$ cat config.mk
export PLATFORM = sky130hd
export DESIGN_NAME = position_selector_switch
export DESIGN_NICKNAME = d
export VERILOG_FILES = /design/src/shared/selector_pkg.sv /design/src/logic/input_sync.sv /design/src/logic/position_selector_switch.sv
export VERILOG_INCLUDE_DIRS = /design/src /design/src/shared
export SDC_FILE = /design/constraint.sdc
export NUM_CORES = 1
export LEC_CHECK = 0
export ABC_AREA = 1
export BUFFER_PORTS_ARGS = -buffer_cell sky130_fd_sc_hd__buf_2
export CAP_MARGIN = 5
export CORE_ASPECT_RATIO = 0.5
export CORE_MARGIN = 4
export CORE_UTILIZATION = 45
export CTS_CLUSTER_DIAMETER = 80
export DETAILED_ROUTE_END_ITERATION = 6
export MAX_ROUTING_LAYER = met4
export PLACE_DENSITY = 0.61
export SETUP_SLACK_MARGIN = 0.05
export SLEW_MARGIN = 20
export SYNTH_ARGS = -nofsm -noshare
export SYNTH_HDL_FRONTEND = slang
export SYNTH_SLANG_ARGS = --single-unit
$ cat constraint.sdc
create_clock -name clk_sys -period 4.15 [get_ports clk_sys]
set_input_delay 0 -clock clk_sys [delete_from_list [all_inputs] [get_ports clk_sys]]
set_output_delay 0 -clock clk_sys [all_outputs]
set_load 0.005 [all_outputs]
$ cat src/shared/selector_regs.svh
`ifndef SELECTOR_REGS_SVH
`define SELECTOR_REGS_SVH

// register byte offsets
`define REG_CTRL 5'h00
`define REG_TIMEOUT 5'h04
`define REG_STORE 5'h08
`define REG_STATUS 5'h0c
`define REG_EVENT 5'h10

// control register fields
`define CTRL_ENABLE 0
`define CTRL_RANGE_LO 1
`define CTRL_RANGE_HI 3
`define CTRL_STEP_ACK 4
`define CTRL_CODE_ACK 5
`define CTRL_PWR_LO 6
`define CTRL_PWR_HI 7
`define CTRL_EVENTS 8
`define CTRL_RESET 32'h0000000e

// status register fields
`define STAT_ACTIVE_LO 0
`define STAT_PRESEL_LO 3
`define STAT_STEP_ALARM 6
`define STAT_CODE_ALARM 7
`define STAT_PWR_ALARM 8
`define STAT_STEP_BUSY 9
`define STAT_CODE_BUSY 10

// event register fields
`define EVT_POS_LO 0
`define EVT_KIND_LO 4
`define EVT_PENDING 8

// reset values
`define TIMEOUT_RESET_MS 16'h1388
`define STORE_RESET 3'h0

// timing
`define CLK_NS 40
`define TICK_NS 1000000
`define TICK_CYCLES ((`TICK_NS + `CLK_NS - 1) / `CLK_NS)
`define ALARM_S 3
`define ALARM_MS (`ALARM_S * 1000)
`define STEP_GAP_MS 50
`define POWER_CYCLE_MS 20
`define SYNC_MS (2 * `POWER_CYCLE_MS)

`endif

$ cat src/shared/selector_pkg.sv
package selector_pkg;

  // power-up behaviour
  typedef enum logic [1:0] {
    pwr_restore,
    pwr_sync,
    pwr_sync_restore
  } power_mode_e;

  // sequencer states
  typedef enum logic [2:0] {
    st_off,
    st_wait,
    st_idle,
    st_step,
    st_code
  } state_e;

  // event kinds reported on the event port
  typedef enum logic [1:0] {
    ev_position,
    ev_step_alarm,
    ev_code_alarm
  } event_kind_e;

endpackage

$ cat src/logic/input_sync.sv
module input_sync
(
  // clock and reset
  input wire logic clk_sys,
  input wire logic srst,
  // raw and synchronised inputs
  input wire logic [5:0] async_in,
  output logic [5:0] sync_out
);

  logic [5:0] stage1;

  // two flip-flops per input bit
  genvar i;
  generate
    for (i = 0; i < 6; i++)
    begin : g_bit
      always_ff @(posedge clk_sys)
      begin
        if (srst)
        begin
          stage1[i] <= 1'b0;
          sync_out[i] <= 1'b0;
        end
        else
        begin
          stage1[i] <= async_in[i];
          sync_out[i] <= stage1[i];
        end
      end
    end
  endgenerate

endmodule

$ cat src/logic/position_selector_switch.sv
`include "selector_regs.svh"

module position_selector_switch
  import selector_pkg::*;
#(
  parameter int unsigned TICK_CYCLES = `TICK_CYCLES
)
(
  // clock and reset
  input wire logic clk_sys,
  input wire logic srst,
  // register bus
  input wire logic [4:0] address,
  input wire logic read,
  input wire logic write,
  input wire logic [31:0] writedata,
  input wire logic [3:0] byteenable,
  output logic [31:0] readdata,
  output logic waitrequest,
  // control inputs
  input wire logic code_word_bit0,
  input wire logic code_word_bit1,
  input wire logic code_word_bit2,
  input wire logic code_path_confirm,
  input wire logic advance_request,
  input wire logic advance_confirm,
  // position outputs
  output logic [6:0] position_onehot,
  output logic [2:0] position_code,
  // alarms
  output logic advance_path_fault_flag,
  output logic code_path_fault_flag,
  output logic startup_fault_flag,
  // events
  output logic event_strobe,
  output logic [1:0] event_kind,
  output logic [2:0] event_position
);

  logic [31:0] ctrl;
  logic [15:0] timeout_ms;
  logic [2:0] store;
  logic [5:0] s_in;
  logic [5:0] in_prev;
  logic [31:0] presc;
  logic tick;
  logic [15:0] elapsed_ms;
  logic [5:0] gap_ms;
  logic [11:0] alarm_ms [2];
  logic [1:0] alarm_on;
  state_e state;
  state_e next_state;
  logic [2:0] preselect;
  logic [2:0] next_preselect;
  logic do_apply;
  logic [2:0] apply_pos;
  logic restart;
  logic step_taken;
  logic step_fail;
  logic code_fail;
  logic code_bad;
  logic pwr_fault_set;
  logic evt_pending;
  logic [1:0] evt_kind;
  logic [2:0] evt_pos;
  logic evt_fire;
  event_kind_e evt_kind_now;

  // configuration fields
  logic enable;
  logic [2:0] full_range;
  logic step_ack_mode;
  logic code_ack_mode;
  power_mode_e pwr_mode;
  logic events_on;
  assign enable = ctrl[`CTRL_ENABLE];
  assign full_range = ctrl[`CTRL_RANGE_HI:`CTRL_RANGE_LO];
  assign step_ack_mode = ctrl[`CTRL_STEP_ACK];
  assign code_ack_mode = ctrl[`CTRL_CODE_ACK];
  assign pwr_mode = power_mode_e'(ctrl[`CTRL_PWR_HI:`CTRL_PWR_LO]);
  assign events_on = ctrl[`CTRL_EVENTS];

  // position valid for the configured range; zero is rest
  function automatic logic in_range(input logic [2:0] pos, input logic [2:0] range);
    in_range = (pos != 3'h0) && (pos <= range);
  endfunction

  // next step-up position with wrap to 1
  function automatic logic [2:0] advance(input logic [2:0] pos, input logic [2:0] range);
    advance = ((pos >= range) || (pos == 3'h0)) ? 3'h1 : 3'(pos + 3'h1);
  endfunction

  // byte-lane merge for register writes
  function automatic logic [31:0] merge(input logic [31:0] old, input logic [31:0] val,
                                        input logic [3:0] be);
    logic [31:0] res;
    res = old;
    for (int b = 0; b < 4; b++)
    begin
      if (be[b])
        res[b*8 +: 8] = val[b*8 +: 8];
    end
    merge = res;
  endfunction

  // synchronise the asynchronous control inputs
  input_sync u_sync
  (
    .clk_sys(clk_sys),
    .srst(srst),
    .async_in({code_path_confirm, advance_confirm, advance_request,
               code_word_bit2, code_word_bit1, code_word_bit0}),
    .sync_out(s_in)
  );

  // code word, bit2 most significant
  logic [2:0] code;
  logic code_moved;
  logic step_rise;
  logic step_ack_rise;
  logic code_ack_rise;
  logic gap_ok;
  logic timed_out;
  assign code = s_in[2:0];
  assign code_moved = (s_in[2:0] != in_prev[2:0]);
  assign step_rise = s_in[3] & ~in_prev[3];
  assign step_ack_rise = s_in[4] & ~in_prev[4];
  assign code_ack_rise = s_in[5] & ~in_prev[5];
  assign gap_ok = (gap_ms >= 6'(`STEP_GAP_MS));
  assign timed_out = (elapsed_ms >= timeout_ms);

  // previous input values for edge and change detection
  always_ff @(posedge clk_sys)
  begin
    if (srst)
      in_prev <= 6'h00;
    else
      in_prev <= s_in;
  end

  // millisecond tick from the system clock
  always_ff @(posedge clk_sys)
  begin
    if (srst || tick)
      presc <= 32'h00000000;
    else
      presc <= presc + 32'h00000001;
  end
  assign tick = (presc == 32'(TICK_CYCLES - 1));

  // time-out timer, restarted by path activity
  always_ff @(posedge clk_sys)
  begin
    if (srst || restart)
      elapsed_ms <= 16'h0000;
    else if (tick && elapsed_ms != 16'hffff)
      elapsed_ms <= elapsed_ms + 16'h0001;
  end

  // spacing guard between accepted step pulses
  always_ff @(posedge clk_sys)
  begin
    if (srst)
      gap_ms <= 6'(`STEP_GAP_MS);
    else if (step_taken)
      gap_ms <= 6'h00;
    else if (tick && !gap_ok)
      gap_ms <= gap_ms + 6'h01;
  end

  // sequencer decisions
  always_comb
  begin
    next_state = state;
    next_preselect = preselect;
    do_apply = 1'b0;
    apply_pos = preselect;
    restart = 1'b0;
    step_taken = 1'b0;
    step_fail = 1'b0;
    code_fail = 1'b0;
    code_bad = 1'b0;
    pwr_fault_set = 1'b0;
    if (!enable && state != st_off && state != st_wait)
      next_state = st_idle;
    else
    begin
      case (state)
        st_off:
        begin
          if (enable)
          begin
            restart = 1'b1;
            if (pwr_mode == pwr_restore)
            begin
              next_state = st_idle;
              do_apply = 1'b1;
              if (in_range(store, full_range))
                apply_pos = store;
              else
              begin
                apply_pos = 3'h0;
                pwr_fault_set = 1'b1;
              end
            end
            else
            begin
              next_state = st_wait;
              pwr_fault_set = 1'b1;
            end
          end
        end
        st_wait:
        begin
          if (elapsed_ms >= 16'(`SYNC_MS))
          begin
            next_state = st_idle;
            do_apply = 1'b1;
            if (in_range(code, full_range))
              apply_pos = code;
            else if (pwr_mode == pwr_sync_restore && in_range(store, full_range))
              apply_pos = store;
            else
            begin
              apply_pos = 3'h0;
              pwr_fault_set = 1'b1;
            end
          end
          else
            pwr_fault_set = 1'b1;
        end
        st_idle:
        begin
          if (step_rise && gap_ok)
          begin
            step_taken = 1'b1;
            restart = 1'b1;
            next_preselect = advance(position_code, full_range);
            next_state = st_step;
          end
          else if (code_moved && code != 3'h0)
          begin
            if (in_range(code, full_range))
            begin
              next_preselect = code;
              restart = 1'b1;
              next_state = st_code;
            end
            else
              code_bad = 1'b1;
          end
        end
        st_step:
        begin
          // code inputs are not looked at here
          if (step_rise && gap_ok)
          begin
            step_taken = 1'b1;
            restart = 1'b1;
            next_preselect = advance(preselect, full_range);
          end
          else if (step_ack_mode && step_ack_rise)
          begin
            do_apply = 1'b1;
            next_state = st_idle;
          end
          else if (timed_out)
          begin
            next_state = st_idle;
            do_apply = !step_ack_mode;
            step_fail = step_ack_mode;
          end
        end
        st_code:
        begin
          // step pulses are not looked at here
          if (code_moved && code != 3'h0)
          begin
            if (in_range(code, full_range))
            begin
              next_preselect = code;
              restart = 1'b1;
            end
            else
              code_bad = 1'b1;
          end
          else if (code_ack_mode && code_ack_rise)
          begin
            do_apply = 1'b1;
            next_state = st_idle;
          end
          else if (timed_out)
          begin
            next_state = st_idle;
            do_apply = !code_ack_mode;
            code_fail = code_ack_mode;
          end
        end
        default:
          next_state = st_off;
      endcase
    end
  end

  // sequencer state and pre-selection
  always_ff @(posedge clk_sys)
  begin
    if (srst)
    begin
      state <= st_off;
      preselect <= 3'h0;
    end
    else
    begin
      state <= next_state;
      preselect <= (step_fail || code_fail) ? position_code : next_preselect;
    end
  end

  // applied position, both encodings, and the stored copy
  always_ff @(posedge clk_sys)
  begin
    if (srst)
    begin
      position_code <= 3'h0;
      position_onehot <= 7'h00;
      store <= `STORE_RESET;
    end
    else
    begin
      if (do_apply)
      begin
        position_code <= apply_pos;
        position_onehot <= (apply_pos == 3'h0) ? 7'h00 : 7'(7'h01 << (apply_pos - 3'h1));
      end
      if (do_apply && apply_pos != 3'h0)
        store <= apply_pos;
      else if (write && !waitrequest && address == `REG_STORE && byteenable[0])
        store <= writedata[2:0];
    end
  end

  // three-second alarm timers for the step and code paths
  assign alarm_on = {code_fail | code_bad, step_fail};
  always_ff @(posedge clk_sys)
  begin
    if (srst)
    begin
      advance_path_fault_flag <= 1'b0;
      code_path_fault_flag <= 1'b0;
      alarm_ms[0] <= 12'h000;
      alarm_ms[1] <= 12'h000;
    end
    else
    begin
      for (int a = 0; a < 2; a++)
      begin
        if (alarm_on[a])
          alarm_ms[a] <= 12'(`ALARM_MS);
        else if (tick && alarm_ms[a] != 12'h000)
          alarm_ms[a] <= alarm_ms[a] - 12'h001;
      end
      advance_path_fault_flag <= alarm_on[0] || (alarm_ms[0] > 12'h001) ||
                                 (alarm_ms[0] == 12'h001 && !tick);
      code_path_fault_flag <= alarm_on[1] || (alarm_ms[1] > 12'h001) ||
                              (alarm_ms[1] == 12'h001 && !tick);
    end
  end

  // startup alarm: held until a real position is applied
  always_ff @(posedge clk_sys)
  begin
    if (srst)
      startup_fault_flag <= 1'b0;
    else if (pwr_fault_set)
      startup_fault_flag <= 1'b1;
    else if (do_apply && apply_pos != 3'h0)
      startup_fault_flag <= 1'b0;
  end

  // event port and sticky copy for software
  assign evt_fire = events_on && ((do_apply && apply_pos != position_code) ||
                                  step_fail || code_fail);
  assign evt_kind_now = step_fail ? ev_step_alarm : (code_fail ? ev_code_alarm : ev_position);
  always_ff @(posedge clk_sys)
  begin
    if (srst)
    begin
      event_strobe <= 1'b0;
      event_kind <= 2'h0;
      event_position <= 3'h0;
      evt_pending <= 1'b0;
      evt_kind <= 2'h0;
      evt_pos <= 3'h0;
    end
    else
    begin
      event_strobe <= evt_fire;
      if (evt_fire)
      begin
        event_kind <= evt_kind_now;
        event_position <= (step_fail || code_fail) ? preselect : apply_pos;
        evt_kind <= evt_kind_now;
        evt_pos <= (step_fail || code_fail) ? preselect : apply_pos;
        evt_pending <= 1'b1;
      end
      else if (read && !waitrequest && address == `REG_EVENT)
        evt_pending <= 1'b0;
    end
  end

  // bus slave: one wait cycle, then the access completes
  always_ff @(posedge clk_sys)
  begin
    if (srst)
    begin
      waitrequest <= 1'b1;
      readdata <= 32'h00000000;
      ctrl <= `CTRL_RESET;
      timeout_ms <= `TIMEOUT_RESET_MS;
    end
    else
    begin
      waitrequest <= !((read || write) && waitrequest);
      if (read && waitrequest)
      begin
        case (address)
          `REG_CTRL: readdata <= ctrl;
          `REG_TIMEOUT: readdata <= {16'h0000, timeout_ms};
          `REG_STORE: readdata <= {29'h00000000, store};
          `REG_STATUS: readdata <= {21'h000000, state == st_code, state == st_step,
                                    startup_fault_flag, code_path_fault_flag,
                                    advance_path_fault_flag, preselect, position_code};
          `REG_EVENT: readdata <= {23'h000000, evt_pending, 2'h0, evt_kind, 1'b0, evt_pos};
          default: readdata <= 32'h00000000;
        endcase
      end
      if (write && !waitrequest && address == `REG_CTRL)
        ctrl <= merge(ctrl, writedata, byteenable) & 32'h000001ff;
      if (write && !waitrequest && address == `REG_TIMEOUT)
        timeout_ms <= 16'(merge({16'h0000, timeout_ms}, writedata, byteenable));
    end
  end

endmodule

==> metrics <==
outcome finished, final reports clean; vias in the first global route 8,082; nets 1,476; pwr dens 367 mW/mm^2; Synthesis Warnings 0; DP Wirelength 17,700 um; Post-synth ARST share 0%; Reg clk slew, reported paths 70 ps; post-synthesis cell area 0.00934 mm^2; 1st-iter DRT viols 530; Synth Instances 1,285; WP data required approximately 4200 ps; largest net degree at the start of global routing 54; commonest non-fill, non-tap cell in the layout nand2_1; Critical path origin elapsed_ms[11]$_SDFFE_PP0P_; n_diodes 0; vias per inst between 5 and 6; Residual DRC 0; worst-margin pin slew 775 ps; Starting Density between 40% and 50%; most common flop cell mapped by yosys dfxtp_1; post-synthesis sequential area ratio 38.4%; CTS sink count about 170; CORE AREA 0.0199 mm^2; HP Class input pin to register; Synth cell types a little under 60; Slew Limit Fails 0; maximum VDD drop between 0.0002 and 0.0003 V; Worst setup SP type register; initial antenna violation count 0; Wirelength per Cell 14.3 um; Max Clk Rate about 0.31 GHz; DR vias roughly 8.7k; post-synth top area cell dfxtp_1; CTS Buf Count 17; RR Startpoint elapsed_ms[11]$_SDFFE_PP0P_; RSZ-0062 raised after global routing no; endpoint type of the worst setup path register; Final Wtd Congestion just under 0.9; number of fill cells in the layout 1,969; Clock Power Share around two fifths; commonest cells after routing, fill and taps aside nand2_1 (231), inv_1 (168), nor2_1 (161); Hold WS ~46 ps; post-layout min period about 3200 ps; layout cells sized above 1 around 12%; WS Path Type register to register; antenna-violating nets left 0; Die Span X between 200 and 250 um; Net Sw Frac 28.7%; synth top area cells dfxtp_1 (31%), nand2_1 (9.3%), edfxtp_1 (7.7%); GRT Residual Overflow 0; Int Pwr 2.82 mW; Combinational Power Share between 10% and 20%; crit-path max FO 12; number of synthesized register bits ~170; H-tree level count 4; EDFF count, synth 24; setup_tns 0 ps; clk_skew 10.2 ps; Sw Pwr ~1.1 mW; flop2flop setup slack roughly 950 ps; Mapped Avg Cell Area 7.26 um^2; io pins just over 100; Vert. Die Dim around 110 um; first-pass GRT wire length a little under 40,000 um; Tot GR Track Use between 20% and 30%; sequential group share of total power 44.2%; HP Start address[0]; Die ar. ~0.023 mm^2; Root Buffer clkbuf_16; Core Rows 36; Max Cap Viol 0; Routed WL 23,800 um; Hold Vio Cnt, Final 0; relative slew slack between 40 and 50%; Synth-to-Final Area Change 15.3%; I/O Buffers a little under 70; clk_lat worst skew approximately 440 ps; share of the synthesized area in the top cell type between 30% and 40%; clock buffer depth 2; ratio of final minimum period to clock period about 77%; Setup Viol. Count Final 0; total iterations of the first detailed-routing run 5; Lkg Pwr around 4.6 nW; CTS tree yes; Worst EP arrival about 3300 ps
## logic make-up (layout without fill, tap and decap cells)
family,after synthesis,count (layout),synth area share (%)
compound gates,220,220,13.3
buf+inv,221,317,9.66
other cells,1,16,0.0402
flops,167,167,38.4
fa+ha+maj,42,42,5.63
xor+xnor,31,31,2.91
simple gates,603,603,30.1
## per-layer routing
layer,up-vias,routed length [um],track usage (%)
met5,-,0,-
met4,0,533,7.72
met3,29,1210,3.99
met2,190,10900,35.2
met1,4030,11100,27.0
li1,4419,-,-
## state kept, by name, summed over array words and instances (netlist names), 2 cells and up
signal,flops
u_sync.sync_out,6
elapsed_ms,16
position_onehot,7
u_sync.stage1,6
store,3
evt_kind,2
in_prev,6
readdata,16
timeout_ms,16
gap_ms,6
presc,32
alarm_ms,24
ctrl,9
state,3
preselect,3
evt_pos,3
position_code,3
## power groups by stage
stage | combinational [mW] | sequential (mW) | clock, mW
after global routing | 0.657 | 1.75 | 1.74
final | 0.581 | 1.74 | 1.62
after CTS | 0.576 | 1.74 | 1.66
after global placement | 0.539 | 1.78 | 0
after detailed placement | 0.553 | 1.78 | 0
after floorplan | 0.424 | 1.77 | 0
## stage by stage
stage | util, % | power, mW | cells | setup slack, ps | instance area, um^2
floorplan | - | 2.19 | 1300 | 1760 | 9390
global placement | 49.7 | 2.32 | 1602 | 1060 | 9890
detailed placement | 49.7 | 2.33 | 1602 | 1000 | 9890
CTS | 54.1 | 3.98 | 1662 | 947 | 10800
global route | 54.1 | 4.15 | 1662 | 647 | 10800
finish | 54.1 | 3.95 | 1662 | 949 | 10800
## Yosys cell counts (2+ instances only)
cell type  count
buf_2          4
dfxtp_1      143
or2_2          9
and3_1         3
nand2_2       10
nor4_1        11
a221o_1        2
buf_4         16
inv_1        168
nor2_2        11
nor2_1       161
edfxtp_1      24
a31oi_1        5
nor3_2         2
a21oi_1       96
o21ai_1        2
nand4_1       29
clkbuf_1      12
buf_1          3
xor2_1        20
o221ai_1       4
o31ai_1        3
o211ai_1      13
o21ai_0       71
nand2_1      231
nor3b_1        8
ha_1          42
nor3_1        39
nand3_1       63
nand3_2        3
nor3_4         2
nand3b_1       6
nor2_4         5
nor4_2         2
o22ai_1        7
clkinv_1       3
xnor2_1       11
inv_2         14
o21a_1         8
## timing repair
item,in CTS,in global routing
buffers inserted,0,0
endpoints found under the hold margin,41,0
gates resized for setup,0,0
hold buffers,28,0
## worst max-delay path: stages, from the launching register on
cell and delay (ps):
dfxtp_1 440, ha_1 300, a21oi_1 130, o21ai_0 100, a21oi_1 320, nand3_1 260, nand2_1 260, nand2_1 150
inv_2 140, nand4_1 200, nand3_1 530
## path summary, 6_finish.rpt
| path | to | depth (start not counted) |
|---|---|---|
| setup / recovery | alarm_ms[1][3]$_DFFE_PP_ | 10 |
| hold reg to reg | u_sync.sync_out[3]$_SDFF_PP0_ | 2 |
| setup reg to reg | alarm_ms[1][3]$_DFFE_PP_ | 10 |
| hold / removal | readdata[14]$_SDFFE_PP0P_ | 6 |
## area by class of cell
class | count | area [um^2] | area share (%)
flip-flops and latches | 167 | 3580 | 33.3
repair buffers | 100 | 651 | 6.04
inverters | 185 | 694 | 6.45
well taps | 266 | 333 | 3.09
clock buffers | 19 | 454 | 4.22
multi-input cells | 912 | 4910 | 45.6
clock inverters | 13 | 143 | 1.33
Power figures use the tool's default switching activity.
